$ cat src/amseq_consts.svh
// Timing, field positions and encodings for the converter mode sequencer.
// Assumes a 125 MHz core clock; included by every design file of the block except the package.
`ifndef AMSEQ_CONSTS_SVH
`define AMSEQ_CONSTS_SVH

`define AMSEQ_CLK_MHZ 125
// Reference power-up time in microseconds (plain default)
`define AMSEQ_REFERENCE_HELD_STATE_US 4000
`define AMSEQ_REFERENCE_HELD_STATE_CYC (`AMSEQ_REFERENCE_HELD_STATE_US * `AMSEQ_CLK_MHZ)
// Position of the oversampling option in configuration group A byte 0
`define AMSEQ_OPT_BIT 0
// Number of converters and cells handled by each of them
`define AMSEQ_NUM_CONV 3
`define AMSEQ_CELLS_PER_CONV 6
// Per-slot base time for one conversion at the fastest ratio, in cycles
`define AMSEQ_SLOT_BASE 16
// Calibration slot length relative to a measure slot
`define AMSEQ_CAL_SLOTS 1
// Filter corner codes in Hz, fast to filtered
`define AMSEQ_BW_27K 20'h06978
`define AMSEQ_BW_13K5 20'h034BC
`define AMSEQ_BW_6K8 20'h01A90
`define AMSEQ_BW_3K4 20'h00D48
`define AMSEQ_BW_1K7 20'h006A4
`define AMSEQ_BW_845 20'h0034D
`define AMSEQ_BW_422 20'h001A6
`define AMSEQ_BW_26 20'h0001A
// Oversampling ratio exponents per mode, lowest for fast
`define AMSEQ_OSR_FAST 3'h0
`define AMSEQ_OSR_FILT 3'h7

`endif

$ cat src/amseq_pkg.sv
// Types of the converter mode sequencer.
// Assumes amseq_consts.svh for numeric values.
package amseq_pkg;

	// Eight modes, ordered by falling filter corner
	typedef enum logic [2:0] {
		AMSEQ_M27K = 3'h0,
		AMSEQ_M14K = 3'h1,
		AMSEQ_M7K = 3'h2,
		AMSEQ_M3K = 3'h3,
		AMSEQ_M2K = 3'h4,
		AMSEQ_M1K = 3'h5,
		AMSEQ_M422 = 3'h6,
		AMSEQ_M26 = 3'h7
	} amseq_mode_t;

	// Conversion command as handed over by the command decoder
	typedef struct packed {
		logic [1:0] mode_select_field;
		logic all_cells;
		logic gpio_meas;
	} amseq_cmd_t;

	// Settings handed to the converters
	typedef struct packed {
		amseq_mode_t mode;
		logic [2:0] osr_exp;
		logic [19:0] corner_hz;
	} amseq_cfg_t;

	typedef enum logic [4:0] {
		AMSEQ_STANDBY = 5'h01,
		AMSEQ_POWERUP = 5'h02,
		AMSEQ_REFHELD = 5'h04,
		AMSEQ_MEASURE = 5'h08,
		AMSEQ_CALIB = 5'h10
	} amseq_state_t;

endpackage : amseq_pkg

$ cat src/amseq_mode_dec.sv
// Mode decoder: option bit plus command field to mode and filter settings.
// Assumes inputs chosen by the sequencer: the command being taken, else its latched copy.
`timescale 1ns/100ps
`include "amseq_consts.svh"
module amseq_mode_dec (
	input wire logic opt_i,
	input wire logic [1:0] field_i,
	output amseq_pkg::amseq_cfg_t cfg_o
);
	// Option off picks 27k/7k/422/26 style set; option on picks the others
	logic [2:0] mode_code;
	logic [19:0] corner;
	always_comb begin
		mode_code = 3'h2;
		unique case ({opt_i, field_i})
			3'h0: mode_code = 3'h6;
			3'h1: mode_code = 3'h0;
			3'h2: mode_code = 3'h2;
			3'h3: mode_code = 3'h7;
			3'h4: mode_code = 3'h5;
			3'h5: mode_code = 3'h1;
			3'h6: mode_code = 3'h3;
			3'h7: mode_code = 3'h4;
		endcase
	end
	// Corner per mode, for display by the filter configuration
	always_comb begin
		corner = `AMSEQ_BW_6K8;
		unique case (mode_code)
			3'h0: corner = `AMSEQ_BW_27K;
			3'h1: corner = `AMSEQ_BW_13K5;
			3'h2: corner = `AMSEQ_BW_6K8;
			3'h3: corner = `AMSEQ_BW_3K4;
			3'h4: corner = `AMSEQ_BW_1K7;
			3'h5: corner = `AMSEQ_BW_845;
			3'h6: corner = `AMSEQ_BW_422;
			3'h7: corner = `AMSEQ_BW_26;
		endcase
	end
	// One driver for the whole struct; the ratio exponent equals the mode code
	assign cfg_o = amseq_pkg::amseq_cfg_t'({mode_code, mode_code, corner});
endmodule : amseq_mode_dec

$ cat src/amseq_slot_timer.sv
// Slot timer: counts one conversion slot whose length doubles per OSR step.
// Assumes start_i is a one-cycle pulse while idle.
`timescale 1ns/100ps
`include "amseq_consts.svh"
module amseq_slot_timer #(
	parameter int BASE = `AMSEQ_SLOT_BASE
) (
	input wire logic clock_i,
	input wire logic rstn_i,
	input wire logic start_i,
	input wire logic [2:0] osr_exp_i,
	output logic done_o
);
	logic [23:0] cnt_r;
	logic [23:0] cnt_nxt;
	logic [23:0] load_val;
	// Slot length grows with the oversampling ratio
	assign load_val = 24'(BASE) << osr_exp_i;
	assign cnt_nxt = start_i ? load_val :
		(cnt_r != 24'h000000) ? cnt_r - 24'h000001 : cnt_r;
	always_ff @(posedge clock_i or negedge rstn_i) begin
		if (!rstn_i)
			cnt_r <= 24'h000000;
		else
			cnt_r <= cnt_nxt;
	end
	assign done_o = (cnt_r == 24'h000001);
endmodule : amseq_slot_timer

$ cat src/amseq_top.sv
// Converter mode sequencer: reference power-up, measure and calibration.
// Assumes a command decoder that pulses cmd_valid_i per conversion command.
`timescale 1ns/100ps
`include "amseq_consts.svh"
module amseq_top #(
	parameter int REFERENCE_HELD_STATE_CYC = `AMSEQ_REFERENCE_HELD_STATE_CYC,
	parameter int CELLS = `AMSEQ_CELLS_PER_CONV
) (
	input wire logic clock_i,
	input wire logic rstn_i,
	input wire logic [7:0] config_group_a_byte0_i,
	input wire logic reference_keep_on_i,
	input wire logic cmd_valid_i,
	input wire amseq_pkg::amseq_cmd_t cmd_i,
	output logic ref_on_o,
	output logic [2:0] conv_en_o,
	output logic measuring_o,
	output logic calibrating_o,
	output logic busy_o,
	output logic done_o,
	output amseq_pkg::amseq_cfg_t cfg_o,
	output amseq_pkg::amseq_state_t state_o
);
	amseq_pkg::amseq_state_t state_r;
	amseq_pkg::amseq_state_t state_nxt;
	logic opt_r;
	logic [1:0] field_r;
	logic all_r;
	logic gpio_r;
	logic pend_r;
	logic [31:0] ref_cnt_r;
	logic [31:0] ref_cnt_nxt;
	logic [2:0] slot_r;
	logic [2:0] slot_nxt;
	logic slot_start_r;
	logic slot_done;
	amseq_pkg::amseq_cfg_t cfg;
	logic [2:0] conv_mask;

	// State decode
	wire in_standby = (state_r == amseq_pkg::AMSEQ_STANDBY);
	wire in_powerup = (state_r == amseq_pkg::AMSEQ_POWERUP);
	wire in_held = (state_r == amseq_pkg::AMSEQ_REFHELD);
	wire in_meas = (state_r == amseq_pkg::AMSEQ_MEASURE);
	wire in_cal = (state_r == amseq_pkg::AMSEQ_CALIB);
	wire idle = in_standby || in_held;
	wire accept = cmd_valid_i && idle;
	wire ref_done = in_powerup && (ref_cnt_r == 32'h00000001);
	wire last_slot = (slot_r == 3'(CELLS - 1));
	wire meas_end = in_meas && slot_done && last_slot;
	wire cal_end = in_cal && slot_done && last_slot;
	wire go_meas = (accept && in_held) || (ref_done && pend_r);

	// Fields of the command being taken, else the latched copy; a start from
	// the held state then shows the new mode and converters on its first
	// measure cycle instead of those of the previous command
	wire opt_sel = accept ? config_group_a_byte0_i[`AMSEQ_OPT_BIT] : opt_r;
	wire [1:0] field_sel = accept ? cmd_i.mode_select_field : field_r;
	wire gpio_sel = accept ? cmd_i.gpio_meas : gpio_r;
	wire all_sel = accept ? cmd_i.all_cells : all_r;

	always_ff @(posedge clock_i or negedge rstn_i) begin
		if (!rstn_i) begin
			opt_r <= 1'b0;
			field_r <= 2'h0;
			all_r <= 1'b0;
			gpio_r <= 1'b0;
		end else if (accept) begin
			opt_r <= config_group_a_byte0_i[`AMSEQ_OPT_BIT];
			field_r <= cmd_i.mode_select_field;
			all_r <= cmd_i.all_cells;
			gpio_r <= cmd_i.gpio_meas;
		end
	end

	amseq_mode_dec u_dec (
		.opt_i(opt_sel),
		.field_i(field_sel),
		.cfg_o(cfg)
	);

	// A command pending behind the reference power-up
	always_ff @(posedge clock_i or negedge rstn_i) begin
		if (!rstn_i)
			pend_r <= 1'b0;
		else if (accept && in_standby)
			pend_r <= 1'b1;
		else if (ref_done)
			pend_r <= 1'b0;
	end

	// power-up wait
	// Keep-on alone also powers up the reference without a command
	assign ref_cnt_nxt = ((in_standby && (cmd_valid_i || reference_keep_on_i))) ?
		32'(REFERENCE_HELD_STATE_CYC) :
		(in_powerup && ref_cnt_r != 32'h00000000) ?
		ref_cnt_r - 32'h00000001 : ref_cnt_r;
	always_ff @(posedge clock_i or negedge rstn_i) begin
		if (!rstn_i)
			ref_cnt_r <= 32'h00000000;
		else
			ref_cnt_r <= ref_cnt_nxt;
	end

	// Sequencer state
	always_comb begin
		state_nxt = state_r;
		unique case (state_r)
			amseq_pkg::AMSEQ_STANDBY: begin
				if (cmd_valid_i || reference_keep_on_i)
					state_nxt = amseq_pkg::AMSEQ_POWERUP;
			end
			amseq_pkg::AMSEQ_POWERUP: begin
				if (ref_done)
					state_nxt = pend_r ? amseq_pkg::AMSEQ_MEASURE :
						(reference_keep_on_i ? amseq_pkg::AMSEQ_REFHELD :
						amseq_pkg::AMSEQ_STANDBY);
			end
			amseq_pkg::AMSEQ_REFHELD: begin
				if (cmd_valid_i)
					state_nxt = amseq_pkg::AMSEQ_MEASURE;
				else if (!reference_keep_on_i)
					state_nxt = amseq_pkg::AMSEQ_STANDBY;
			end
			amseq_pkg::AMSEQ_MEASURE: begin
				if (meas_end)
					state_nxt = amseq_pkg::AMSEQ_CALIB;
			end
			amseq_pkg::AMSEQ_CALIB: begin
				if (cal_end)
					state_nxt = reference_keep_on_i ?
						amseq_pkg::AMSEQ_REFHELD : amseq_pkg::AMSEQ_STANDBY;
			end
			default: state_nxt = amseq_pkg::AMSEQ_STANDBY;
		endcase
	end
	always_ff @(posedge clock_i or negedge rstn_i) begin
		if (!rstn_i)
			state_r <= amseq_pkg::AMSEQ_STANDBY;
		else
			state_r <= state_nxt;
	end

	// Slot index walks the cells of one converter, then again to calibrate
	assign slot_nxt = (go_meas || meas_end || cal_end) ? 3'h0 :
		((in_meas || in_cal) && slot_done) ? slot_r + 3'h1 : slot_r;
	always_ff @(posedge clock_i or negedge rstn_i) begin
		if (!rstn_i) begin
			slot_r <= 3'h0;
			slot_start_r <= 1'b0;
		end else begin
			slot_r <= slot_nxt;
			slot_start_r <= go_meas || meas_end ||
				((in_meas || in_cal) && slot_done && !last_slot);
		end
	end

	amseq_slot_timer u_slot (
		.clock_i(clock_i),
		.rstn_i(rstn_i),
		.start_i(slot_start_r),
		.osr_exp_i(cfg.osr_exp),
		.done_o(slot_done)
	);

	// all three converters for all cells unless gpio_meas is set; one converter otherwise
	assign conv_mask = (gpio_sel || !all_sel) ? 3'h1 : 3'h7;

	// Helper count of cycles in the present phase; it feeds only the checks
	// below, so that a wrong slot length shows even where no test times it
	logic [31:0] phase_cnt_r;
	logic [31:0] phase_len;
	assign phase_len = 32'(CELLS) *
		((32'(`AMSEQ_SLOT_BASE) << cfg.osr_exp) + 32'h00000001);
	always_ff @(posedge clock_i or negedge rstn_i) begin
		if (!rstn_i)
			phase_cnt_r <= 32'h00000000;
		else if (go_meas || meas_end || cal_end)
			phase_cnt_r <= 32'h00000000;
		else if (in_meas || in_cal)
			phase_cnt_r <= phase_cnt_r + 32'h00000001;
	end

	// Registered outputs; done pulses once at calibration end
	always_ff @(posedge clock_i or negedge rstn_i) begin
		if (!rstn_i) begin
			ref_on_o <= 1'b0;
			conv_en_o <= 3'h0;
			measuring_o <= 1'b0;
			calibrating_o <= 1'b0;
			busy_o <= 1'b0;
			done_o <= 1'b0;
			cfg_o <= '0;
			state_o <= amseq_pkg::AMSEQ_STANDBY;
		end else begin
			ref_on_o <= !(state_nxt == amseq_pkg::AMSEQ_STANDBY);
			conv_en_o <= (state_nxt == amseq_pkg::AMSEQ_MEASURE ||
				state_nxt == amseq_pkg::AMSEQ_CALIB) ? conv_mask : 3'h0;
			measuring_o <= (state_nxt == amseq_pkg::AMSEQ_MEASURE);
			calibrating_o <= (state_nxt == amseq_pkg::AMSEQ_CALIB);
			busy_o <= !(state_nxt == amseq_pkg::AMSEQ_STANDBY ||
				state_nxt == amseq_pkg::AMSEQ_REFHELD);
			done_o <= cal_end;
			cfg_o <= cfg;
			state_o <= state_nxt;
		end
	end

	// Checks beside the logic; each names its rule on the label line
	mode_held_a: assert property (@(posedge clock_i)
		disable iff (!rstn_i)
		(in_meas || in_cal) && !accept |=> $stable(field_r))
		else $error("mode field changed during conversion");
	cal_after_meas_a: assert property (@(posedge clock_i)
		disable iff (!rstn_i)
		meas_end |=> in_cal)
		else $error("calibration did not follow measure");
	held_start_a: assert property (@(posedge clock_i)
		disable iff (!rstn_i)
		in_held && cmd_valid_i |=> in_meas)
		else $error("held state did not start at once");
	standby_wait_a: assert property (@(posedge clock_i)
		disable iff (!rstn_i)
		in_standby && cmd_valid_i |=> in_powerup [*2])
		else $error("conversion began without reference wait");
	held_exit_a: assert property (@(posedge clock_i)
		disable iff (!rstn_i)
		in_held && !cmd_valid_i && !reference_keep_on_i |=> in_standby)
		else $error("held state kept without keep-on");
	finish_dest_a: assert property (@(posedge clock_i)
		disable iff (!rstn_i)
		cal_end |=> (in_held == $past(reference_keep_on_i)) &&
		(in_held || in_standby))
		else $error("wrong state after conversion");
	conv_count_a: assert property (@(posedge clock_i)
		disable iff (!rstn_i)
		(measuring_o || calibrating_o) && gpio_r |-> conv_en_o == 3'h1)
		else $error("general input used more than one converter");
	all_cells_a: assert property (@(posedge clock_i)
		disable iff (!rstn_i)
		measuring_o && all_r && !gpio_r |-> conv_en_o == 3'h7)
		else $error("all-cell conversion not on three converters");
	mode_map_a: assert property (@(posedge clock_i)
		disable iff (!rstn_i)
		{opt_sel, field_sel} == 3'h3 |-> cfg.corner_hz == `AMSEQ_BW_26)
		else $error("filtered mode corner wrong");
	fast_osr_a: assert property (@(posedge clock_i)
		disable iff (!rstn_i)
		{opt_sel, field_sel} == 3'h1 |-> cfg.osr_exp == `AMSEQ_OSR_FAST)
		else $error("fast mode ratio not lowest");
	phase_len_a: assert property (@(posedge clock_i)
		disable iff (!rstn_i)
		meas_end || cal_end |-> phase_cnt_r == phase_len - 32'h00000001)
		else $error("phase length does not follow the ratio");
	ref_wait_a: assert property (@(posedge clock_i)
		disable iff (!rstn_i)
		in_powerup && $past(in_standby) |-> ref_cnt_r == 32'(REFERENCE_HELD_STATE_CYC))
		else $error("reference wait not loaded in full");
	held_ref_a: assert property (@(posedge clock_i)
		disable iff (!rstn_i)
		in_held |-> ref_on_o && !busy_o)
		else $error("reference not shown up in held state");
	refused_a: assert property (@(posedge clock_i)
		disable iff (!rstn_i)
		busy_o && cmd_valid_i |=> $stable(opt_r) && $stable(field_r))
		else $error("command taken during a conversion");
	done_pulse_a: assert property (@(posedge clock_i)
		disable iff (!rstn_i)
		done_o |=> !done_o)
		else $error("done held longer than one cycle");
	// Main scenarios
	cv_held: cover property (@(posedge clock_i) disable iff (!rstn_i)
		in_held ##1 in_meas);
	cv_standby_conv: cover property (@(posedge clock_i) disable iff (!rstn_i)
		in_powerup ##1 in_meas);
	cv_done: cover property (@(posedge clock_i) disable iff (!rstn_i) done_o);
	cv_gpio: cover property (@(posedge clock_i) disable iff (!rstn_i)
		measuring_o && conv_en_o == 3'h1);
	cv_keep_exit: cover property (@(posedge clock_i) disable iff (!rstn_i)
		in_held ##1 in_standby);
endmodule : amseq_top

$ cat config.mk
export PLATFORM = sky130hd
export DESIGN_NAME = amseq_top
export DESIGN_NICKNAME = d
export VERILOG_FILES = /design/src/amseq_pkg.sv /design/src/amseq_mode_dec.sv /design/src/amseq_slot_timer.sv /design/src/amseq_top.sv
export VERILOG_INCLUDE_DIRS = /design/src
export SDC_FILE = /design/constraint.sdc
export NUM_CORES = 1
export LEC_CHECK = 0
export BUFFER_PORTS_ARGS = -buffer_cell sky130_fd_sc_hd__buf_2
export CORE_MARGIN = 2
export CORE_UTILIZATION = 39
export CTS_CLUSTER_SIZE = 30
export DETAILED_ROUTE_END_ITERATION = 7
export GPL_TIMING_DRIVEN = 0
export REMOVE_ABC_BUFFERS = 1
export SLEW_MARGIN = 20
export SYNTH_ARGS = -nofsm -noshare
export SYNTH_HDL_FRONTEND = slang
export SYNTH_SLANG_ARGS = --single-unit
$ cat constraint.sdc
create_clock -name clock_i -period 3.2 [get_ports clock_i]
set_clock_uncertainty 0.05 [all_clocks]
set_input_delay 0.16 -clock clock_i [delete_from_list [all_inputs] [get_ports clock_i]]
set_output_delay 0.16 -clock clock_i [all_outputs]
set_load 0.05 [all_outputs]
Word-level counts from Yosys, hierarchy flattened
Memories as Yosys holds them, arrays and structs flattened. A register that Yosys moved wholly into a read port is not among the register bits.
Cells that the tools add are included.
Storage, ports and cells
  register bits: 102
  memory bits (read-only): 144
  output and inout bits: 39
  logic and storage cells: 93
  memories kept: 2
Memories
  (no name shown): depth 8, bits a word 15, rd ports 1, clocked after Yosys merged registers in 1, write ports 0, line amseq_mode_dec.sv:29  | unique case (mode_code)
  (no name shown): depth 8, bits a word 3, rd ports 1, clocked after Yosys merged registers in 0, write ports 0, line amseq_mode_dec.sv:15  | unique case ({opt_i, field_i})
Operators by class
  add/subtract/negate cells: 3
  eq/ne operators: 12
  shift operators: 1
  mux-type cells: 23
  reductions and logical operators: 34
Operator list (number)
  32-bit 2-to-1 mux: 2
  24-bit 2-to-1 mux: 2
  5-bit 2-to-1 mux: 7
  32-bit by 1-bit equality test with 1-bit output (second input constant): 1
  32-bit nonzero test: 1
  32-bit by 1-bit subtractor with 32-bit output (second input constant): 1
  5-bit one-hot mux with 5 select lines: 1
  24-bit by 1-bit equality test with 1-bit output (second input constant): 1
  24-bit nonzero test: 1
  5-bit by 3-bit << shifter with 24-bit output (first input constant): 1
  24-bit by 1-bit subtractor with 24-bit output (second input constant): 1
  3-bit 2-to-1 mux: 5
  1-bit logical AND: 13
  5-bit by 1-bit equality test with 1-bit output (second input constant): 2
  5-bit by 3-bit equality test with 1-bit output (second input constant): 2
  5-bit by 4-bit equality test with 1-bit output (second input constant): 2
  5-bit equality test (second input constant): 2
  1-bit logical OR: 10
  2-bit nonzero test: 4
  5-bit by 2-bit equality test with 1-bit output (second input constant): 1
  1-bit zero test: 5
  1-bit 2-to-1 mux: 5
  3-bit by 1-bit adder with 3-bit output (second input constant): 1
  3-bit equality test (second input constant): 1
  2-bit 2-to-1 mux: 1

Logic depth before layout (Yosys ltp)
Gate-level depths: netlist (run 1).
  depth after elaboration: 8
  mapped depth: 12
  depth with buffers taken out: 11

Modules after synthesis
Synthesis (run 1) repeated with hierarchy kept, for this count alone.
Second synthesis, totals
  cells, all modules: 529
  area total of the unflattened synthesis: 5343.9 um^2
By module, submodules not included
  amseq_top: instances 1, cells an instance 332, area an instance 3597.2 um^2
  amseq_slot_timer: instances 1, cells an instance 145, area an instance 1388.8 um^2
  amseq_mode_dec: instances 1, cells an instance 52, area an instance 357.8 um^2

Least setup slack after synthesis (run 1)
Ideal clock, no wire load.
  kind: reg-to-reg
  start point: reg, netlist name state_o[0]
  end point: reg, netlist name cfg_o[9]
  setup time: 131 ps
  arrival time: 3112 ps
  data required time: 3019 ps
  slack: -94 ps
  cell stages (with the launch flop): 12
  path buffers: 2
  period minus slack after synthesis: 3294 ps
  cell sequence: dfstp_2 > clkbuf_1 > xor2_1 > nand2_1 > mux2i_1 > inv_1 > ha_1 > clkbuf_1 > clkinv_1 > and3_1 > mux2i_1 > o21ai_0

==> impl_summary.md, run 1 <==
Floorplanning
The number of I/O pins is 55. The width of the die is 120 um. The die footprint is 14500 um^2.

The number of standard-cell rows in the floorplan is 42. The overall die height is 120 um. The placeable core region is 13200 um^2. The initial core utilization is 39.8%.

Drt
The highest routed metal layer is met4. The routed wire length on met2 is 5540 um. The first detailed-routing pass ran for 4 iterations. The remaining antenna violation count after routing is 0.

After detailed routing, the average wire length per cell comes to 15.5 um. The sum of routed wire segments on met1 is 5450 um. The final route contains 4224 vias. The detailed router's first-iteration violation count is 285. The number of DRC violations after detailed routing is 0. Detailed routing placed a total of 490 um of wire on met3. Dividing the detail-routed via count by the number of cells gives 5.60. The wire length after detailed routing is 11700 um.

Clock network
The H-tree depth reported by CTS is 3. The number of clock buffers added by TritonCTS is 9. TritonCTS built the clock tree. The clock-pin slew on the worst setup and hold paths is 70 ps. The number of buffers on the longest clock path is 2. The later pin in the worst-skew pair is clocked with a latency of 350 ps. The total clock sinks is 96.

The tree is rooted in a clkbuf_16.

Pwr
The total leakage power is 2.60 nW. The worst supply voltage drop on vdd is 809 uV. Power spread over the standard cell area amounts to 750 nW/um^2.

Worst setup path
STA classifies the critical path startpoint as a flip-flop. The signal on the critical path passes through nor4b_4 -> nand2_2 -> mux2i_4 -> inv_1 -> ha_1 -> nand2b_1 -> a22oi_1 -> nor2_2 -> inv_1 -> or3_1 -> nand3_1. On the worst path, the slowest cell contributes a delay of 500 ps. The flop-to-flop setup slack is 300 ps. In this run the worst setup path begins at state_o[3]. Among the stages of the critical path, the cell type that occurs most often is inv_1. The worst register-to-register path has a depth of 11.

The kind of critical path is reg2reg. Among all stages on the critical path, the largest delay is contributed by dfrtp_1. The endpoint identified for the worst register-to-register timing path is u_slot.cnt_r[8]. The endpoint type of the worst setup path is a flip-flop. At the worst endpoint, the arrival time is 3140 ps. Data on the critical path is required at its endpoint by 3440 ps. The worst register-to-register path begins at state_o[3]. Along the worst path, the maximum fanout reaches 9.

Finish
The final non-filler cell area is 5980 um^2. The multi-input combinational cells in the finished layout cover a total of 2710 um^2. The area taken by flip-flops and latches is 2400 um^2.

0 antenna diodes ended up in the layout. The finished layout holds 754 standard cells, fillers aside. The post-layout net count is 601.

Relative to the synthesized area, the layout overhead comes to 13.4%. The ratio of cells with drive above 1 in the final layout is 17.0%. The final-layout fill cell count is 1275.

Placed design
The congestion estimate from routability-driven global placement came to 0.841. After legalization and detailed placement, the total HPWL measured 8080 um. Once placement completed, the tool counted placed cells totaling 734. The count of buffers added on input and output ports is 42. The instance area after placement is 5590 um^2.

Synth
The number of flops mapped to enable cells by yosys is 0. The largest area contributor in the synthesized netlist is dfrtp_1. The share of Yosys cell area claimed by the top area cell type is 45.1%.

A synthesized cell averages 9.75 um^2. The most used flip-flop cell after synthesis is dfrtp_1. The summed instance area of the synthesized netlist is 5270 um^2.

By area the synthesized netlist is led by dfrtp_1 (45%), mux2i_1 (3.6%), nor2_1 (3.2%), ha_1 (2.8%), o21ai_0 (2.5%). The number of unique standard cell types used by synthesis is 63. Synthesis inferred 96 register bits. In the synthesized netlist, the number of instances is 541.

Yosys printed 0 warnings. Of all flip-flops after synthesis, the portion carrying an async set or reset was 100%. The share of the yosys chip area belonging to registers is 45.6%.

Job
The tool flagged a number of max-cap violations equal to 0.

Global route
The initial antenna violation count is 0. Global routing consumed, over all layers together, 17.2% of the routing resources. After global routing the overflow that remains totals 0. The via count of the first global-routing pass is 4177. The largest net degree at the start of global routing is 61. The wire length of the first global-routing pass is 20000 um.

Worst hold path
The path with the worst hold slack has its endpoint at all_r. The worst hold path begins at cmd_i[1]. The path class of the lowest-slack min-delay path is in2reg. The worst hold path passes through 2 cells.

STA
The final total negative setup slack is 0 ps. The transition at the pin with the smallest max-transition slack is 900 ps. The max-slew headroom at the worst pin is 40.0%. Setup repair after global routing left no endpoint under its margin.

The maximum frequency from static timing analysis is 345 MHz. The final hold violation count is 0. The final setup violation count is 0. The count of final max-slew check failures came to 0. The final critical path takes up 90.5% of the cycle. The shortest period the worst path allows is 2900 ps.

Run status
The flow ran to the end, and the final reports show no timing, DRC or antenna violations.
## Yosys cell counts, drive strengths merged (4+ instances only)
master,count
ha,12
nor4,17
inv,14
nand3,14
nor2,46
o21ai,27
and2,12
o2111ai,4
mux2,8
o211ai,9
or4,19
buf,15
nor2b,11
nand4,16
clkbuf,15
a21oi,19
mux2i,19
and4,5
xor2,9
or3,18
nor3,17
nand2b,9
dfrtp,95
o311ai,4
nand2,32
and3,7
or2,7
o31ai,14
xnor2,7
## critical path: cells and delay by family (launching register included)
kind	cells	cell delay, ps
AO/OA/AOI/OAI	1	80
adder cells (fa/ha/maj)	1	280
buffers and inverters	2	290
flip-flops	1	500
multiplexers	1	290
AND/OR/NAND/NOR	6	1330
## cell usage in the layout, fill, tap and decap left out, types with 4 or more instances in the layout
cell	netlist	final
a21oi_1	19	19
and2_1	11	11
and3_1	7	7
and4_1	5	4
buf_2	4	41
clkbuf_16	0	9
conb_1	1	5
dfrtp_1	95	95
ha_1	12	11
inv_1	14	14
mux2_2	8	8
mux2i_1	19	17
nand2_1	32	31
nand2b_1	9	9
nand3_1	14	14
nand4_1	16	16
nor2_1	45	44
nor2b_1	11	11
nor3_1	16	16
nor4_1	14	14
o211ai_1	9	9
o21ai_0	26	26
o311ai_0	4	4
o31ai_1	14	14
or2_2	7	7
or3_1	18	18
or4_1	17	17
xnor2_1	7	7
xor2_1	9	8
## worst max path at each step
stage,to,slack [ps],cells after the start
3_3_place_gp,cfg_o[9],-300,9
5_1_grt,u_slot.cnt_r[8],50,11
6_report,u_slot.cnt_r[8],300,11
4_1_cts,u_slot.cnt_r[8],30,11
3_5_place_dp,cfg_o[9],-320,9
2_1_floorplan,u_slot.cnt_r[8],150,11
## layout make-up
class                           count  area share, %
Timing Repair Buffer               47           4.67
Clock buffer                       10           4.00
Sequential cell                    96           40.2
Multi-Input combinational cell    404           45.4
Inverter                           15          0.963
Tap cell                          176           3.68
Clock inverter                      6           1.13
## sequential cells by signal, indices dropped and copies added, names as in the netlist
name,cells
field_r,2
opt_r,1
slot_r,3
measuring_o,1
done_o,1
calibrating_o,1
busy_o,1
gpio_r,1
state_o,5
all_r,1
u_slot.cnt_r,24
pend_r,1
ref_cnt_r,32
slot_start_r,1
cfg_o,18
ref_on_o,1
conv_en_o,2
## kinds of logic after synthesis
| kind of cell | after synthesis | synth area share [%] |
|---|---|---|
| AOI/OAI and AO/OA | 102 | 12.9 |
| adders and majority gates | 12 | 2.85 |
| xor gates and xnor gates | 16 | 2.66 |
| other | 1 | 0.0711 |
| buffers and inverters | 45 | 4.22 |
| DFF | 96 | 45.6 |
| and+or+nand+nor | 242 | 26.4 |
| muxes | 27 | 5.32 |
## power breakdown
| group | switching, mW | leakage (nW) | internal (mW) |
|---|---|---|---|
| Sequential | 0.146 | 1.22 | 1.42 |
| Clock | 0.485 | 0.145 | 0.630 |
| Combinational | 1.28 | 1.23 | 0.522 |
## metrics by stage
step	hold slack, ps	util, %	power (mW)	setup slack, ps
6_report	17.1	45.1	4.49	304
5_1_grt	14.5	45.1	4.77	52.2
4_1_cts	6.26	44.9	4.52	34.5
3_5_place_dp	37.1	42.2	3.33	-321
3_3_place_gp	332	41.9	3.31	-297
2_1_floorplan	-186	-	2.88	147
## routing by layer
layer | vias up | GRT usage (%)
li1 | 2063 | -
met1 | 2069 | 21.9
met2 | 75 | 28.1
met3 | 17 | 4.43
met4 | 0 | 6.47
met5 | - | 0
## timing repair
action,CTS,global route
resized for setup,7,4
hold endpoints to repair,37,0
hold buffers,2,0
setup buffers,0,2
pin swaps,0,1
endpoints found under the setup margin,11,9
No activity file was read; power rests on OpenSTA's default activity.
==> run 2, diff against run 1 <==
BUFFER_PORTS_ARGS = not set   (was -buffer_cell sky130_fd_sc_hd__buf_2)
DONT_BUFFER_PORTS = 1   (was not set)
REMOVE_ABC_BUFFERS = not set   (was 1)
clock period = 2.7 ns   (was 3.2 ns; I/O delays follow)
==> impl_summary.md, run 2 (synthesis gave the netlist of run 1 again) <==
Run status
The flow ran to the end, but the final reports show violations. The final reports fail on negative setup slack.

Drt
The remaining antenna violation count after routing is 0. For this run, design rule violations remaining after detail routing come to 0. The detailed router's first-iteration violation count is 340. The overall via count from detail_route is 4341.

In the routed layout, each cell is associated on average with a via count of 5.64. The count of TritonRoute iterations in the first routing pass is 4. Dividing the detail-routed wire length by the instance count gives 16.9 um.

The wire length after detailed routing is 13000 um.

STA
Hold is met by 49.4 ps. The transition at the pin with the smallest max-transition slack is 664 ps. The final period utilization is 101%. The final hold violation count is 0.

The final total negative setup slack is -52.1 ps. The count of final max-slew check failures came to 0. The minimum setup slack in the final design is -26.6 ps.

The final setup violation count is 3. The maximum frequency from static timing analysis is 367 MHz. The max-slew headroom at the worst pin is 55.3%. Setup repair after global routing could not meet its margin everywhere. The smallest clock period supported by the final layout is computed as 2730 ps.

Finish
The largest registers in the layout are ref_cnt_r x32, u_slot.cnt_r x24, cfg_o x18. The number of flip-flops under the largest register name is 32. Counting flops per register, the top entry is ref_cnt_r.

The final core area utilization is 48.7%. The most common library cell in the layout ignoring fill and taps is dfrtp_1. The post-layout net count is 616.

Cells with a size suffix above 1 make up 21.9% of the layout. The count of inserted antenna diode cells is 0. Counting the fill cells in the layout gives 1250.

The library cells used most frequently in the layout, excluding fill and tap cells, are dfrtp_1 (91), nor2_1 (41), buf_4 (33). The area growth from synthesis to layout is 22.3%.

Clock network
The clock root buffer is clkbuf_16. In this run the number of H-tree levels came out at 3. The CTS tree is done. The clock passes through at most 2 buffers.

The clock latency on the worst-skew pair is 350 ps. The clock buffer count from CTS is 9. The clock net in this run drives a total of 96 sinks. The clock-pin slew on the worst setup and hold paths is 70 ps.

Floorplanning
Pin placement for this block handled 55 I/O pins. The die covers 14500 um^2. The width of the die is 120 um. The core region is 13200 um^2. The initial core utilization is 39.8%.

The floorplan has 42 rows. The overall die height is 120 um.

Worst setup path
Of all nets on the critical path, the largest fanout is 7. The worst register-to-register path begins at state_o[3]. Walking the worst path, the cells encountered are buf_6 -> nor4b_4 -> nand2_4 -> mux2i_4 -> inv_4 -> ha_4 -> nand2b_4 -> a211oi_4 -> nor2_4 -> inv_2 -> or3_1 -> nand3_1.

The worst register-to-register path ends at u_slot.cnt_r[8]. The number of cells on the worst reg-to-reg path is 12. Among cell families on the critical path, the largest total delay comes from simple AND/OR/NAND/NOR gates. Data on the critical path arrives at its endpoint at 2960 ps.

The required time of the worst setup path is 2930 ps. The slowest stage cell on the critical path is dfrtp_2. The number of buffer and inverter instances along the worst setup path is 3. The category of the worst setup path launch point is a flip-flop.

In this run the register-to-register setup slack is -30 ps. The largest single stage delay on the critical path is 520 ps. The kind of critical path is reg2reg.

The worst setup path is captured at a flip-flop.

Pwr
Combinational cells account for 37.2% of the total power. The internal power is 3.54 mW. The proportion of power drawn by the clock network is 23.3%. The switching power total is 2.54 mW. The switching power share of the total is 41.8%. The total leakage power is 2.73 nW. Sequential cells account for 39.5% of the total power. For this design the ratio of total power to cell area is 944 nW/um^2.

The worst supply voltage drop on vdd is 755 uV.

Global route
In the global route stage, overall resource usage came out at 18.4%. The via count of the first global-routing pass is 4248. The initial antenna violation count was 0. The largest net degree at the start of global routing is 97. Global routing finished with a remaining overflow of 0. The wire length of the first global-routing pass is 21100 um.

Placed design
The final weighted congestion of routability-driven global placement is 0.861. The HPWL after detailed placement is 8580 um. The number of buffers added on ports is 0.

Worst hold path
The tightest min-delay check is of the in2reg type. The startpoint of the lowest-slack hold path is cmd_i[3]. The endpoint of the worst hold path is field_r[1]. Counting instances, the worst hold path has a depth of 3.

Job
Across the run, the number of max-cap violations was 0.
## run 2: cell types whose count changed in the layout (fill, tap and decap cells not counted), moves of 4 or more
| cell | change |
|---|---|
| buf_4 | +31 |
| ha_4 | +4 |
| dfrtp_2 | +4 |
| dlygate4sd3_1 | +4 |
| inv_1 | -4 |
| dfrtp_1 | -4 |
| o21ai_0 | -4 |
| buf_6 | +5 |
| buf_2 | -37 |
| clkbuf_1 | +9 |
## run 2: cell type report
type                            instances  area [um^2]  share of cell area (%)
Buffer                                 28          203                    3.14
Clock buffer                           10          239                    3.71
Clock inverter                          6         91.3                    1.42
Inverter                               15         66.3                    1.03
Multi-Input combinational cell        404         2910                    45.2
Sequential cell                        96         2410                    37.4
Tap cell                              176          220                    3.42
Timing Repair Buffer                   34          302                    4.68
## run 2: worst max-delay path by stage
stage | start | end | slack (ps) | cells past startpoint
2_1_floorplan | state_o[0] | u_slot.cnt_r[8] | -40 | 12
3_3_place_gp | state_o[3] | u_slot.cnt_r[8] | -480 | 12
3_5_place_dp | state_o[3] | u_slot.cnt_r[8] | -490 | 12
4_1_cts | state_o[4] | u_slot.cnt_r[8] | -20 | 12
5_1_grt | state_o[3] | cfg_o[7] | -160 | 13
6_report | state_o[3] | u_slot.cnt_r[8] | -30 | 12
## run 2: what timing repair did
| item | in CTS | in global routing |
|---|---|---|
| pin swaps | 6 | 12 |
| setup endpoints to repair | 23 | 35 |
| buffers inserted | 14 | 13 |
| endpoints found under the hold margin | 103 | 0 |
| resized for setup | 21 | 31 |
| hold buffers | 7 | 0 |
## run 2: routing by layer
metal	GRT usage, %	part of all wire (%)	vias up
met1	23.8	45	2144
met4	7.63	2.0	0
li1	-	-	2084
met2	30.0	49	90
met3	3.87	4.2	23
met5	0	0	-
## run 2: per-stage QoR
stage | worst slack [ps] | area [um^2] | power, mW | instances
after floorplan | -37.3 | 5420 | 3.68 | 545
after global placement | -484 | 5640 | 4.03 | 721
after detailed placement | -491 | 5640 | 4.04 | 721
after CTS | -20.8 | 6220 | 5.78 | 757
after global routing | -155 | 6450 | 6.41 | 769
final | -26.6 | 6450 | 6.08 | 769
## run 2: worst min-delay path, delay by kind of cell
kind	cells	cell delay, ps
mux	1	50
buf+inv	2	230
## run 2: power groups by stage
stage / Sequential [mW] / Combinational (mW) / Clock [mW]
2_1_floorplan: 2.37 / 1.31 / 0
3_3_place_gp: 2.42 / 1.61 / 0
3_5_place_dp: 2.41 / 1.62 / 0
4_1_cts: 2.41 / 1.92 / 1.45
5_1_grt: 2.43 / 2.47 / 1.52
6_report: 2.40 / 2.26 / 1.42
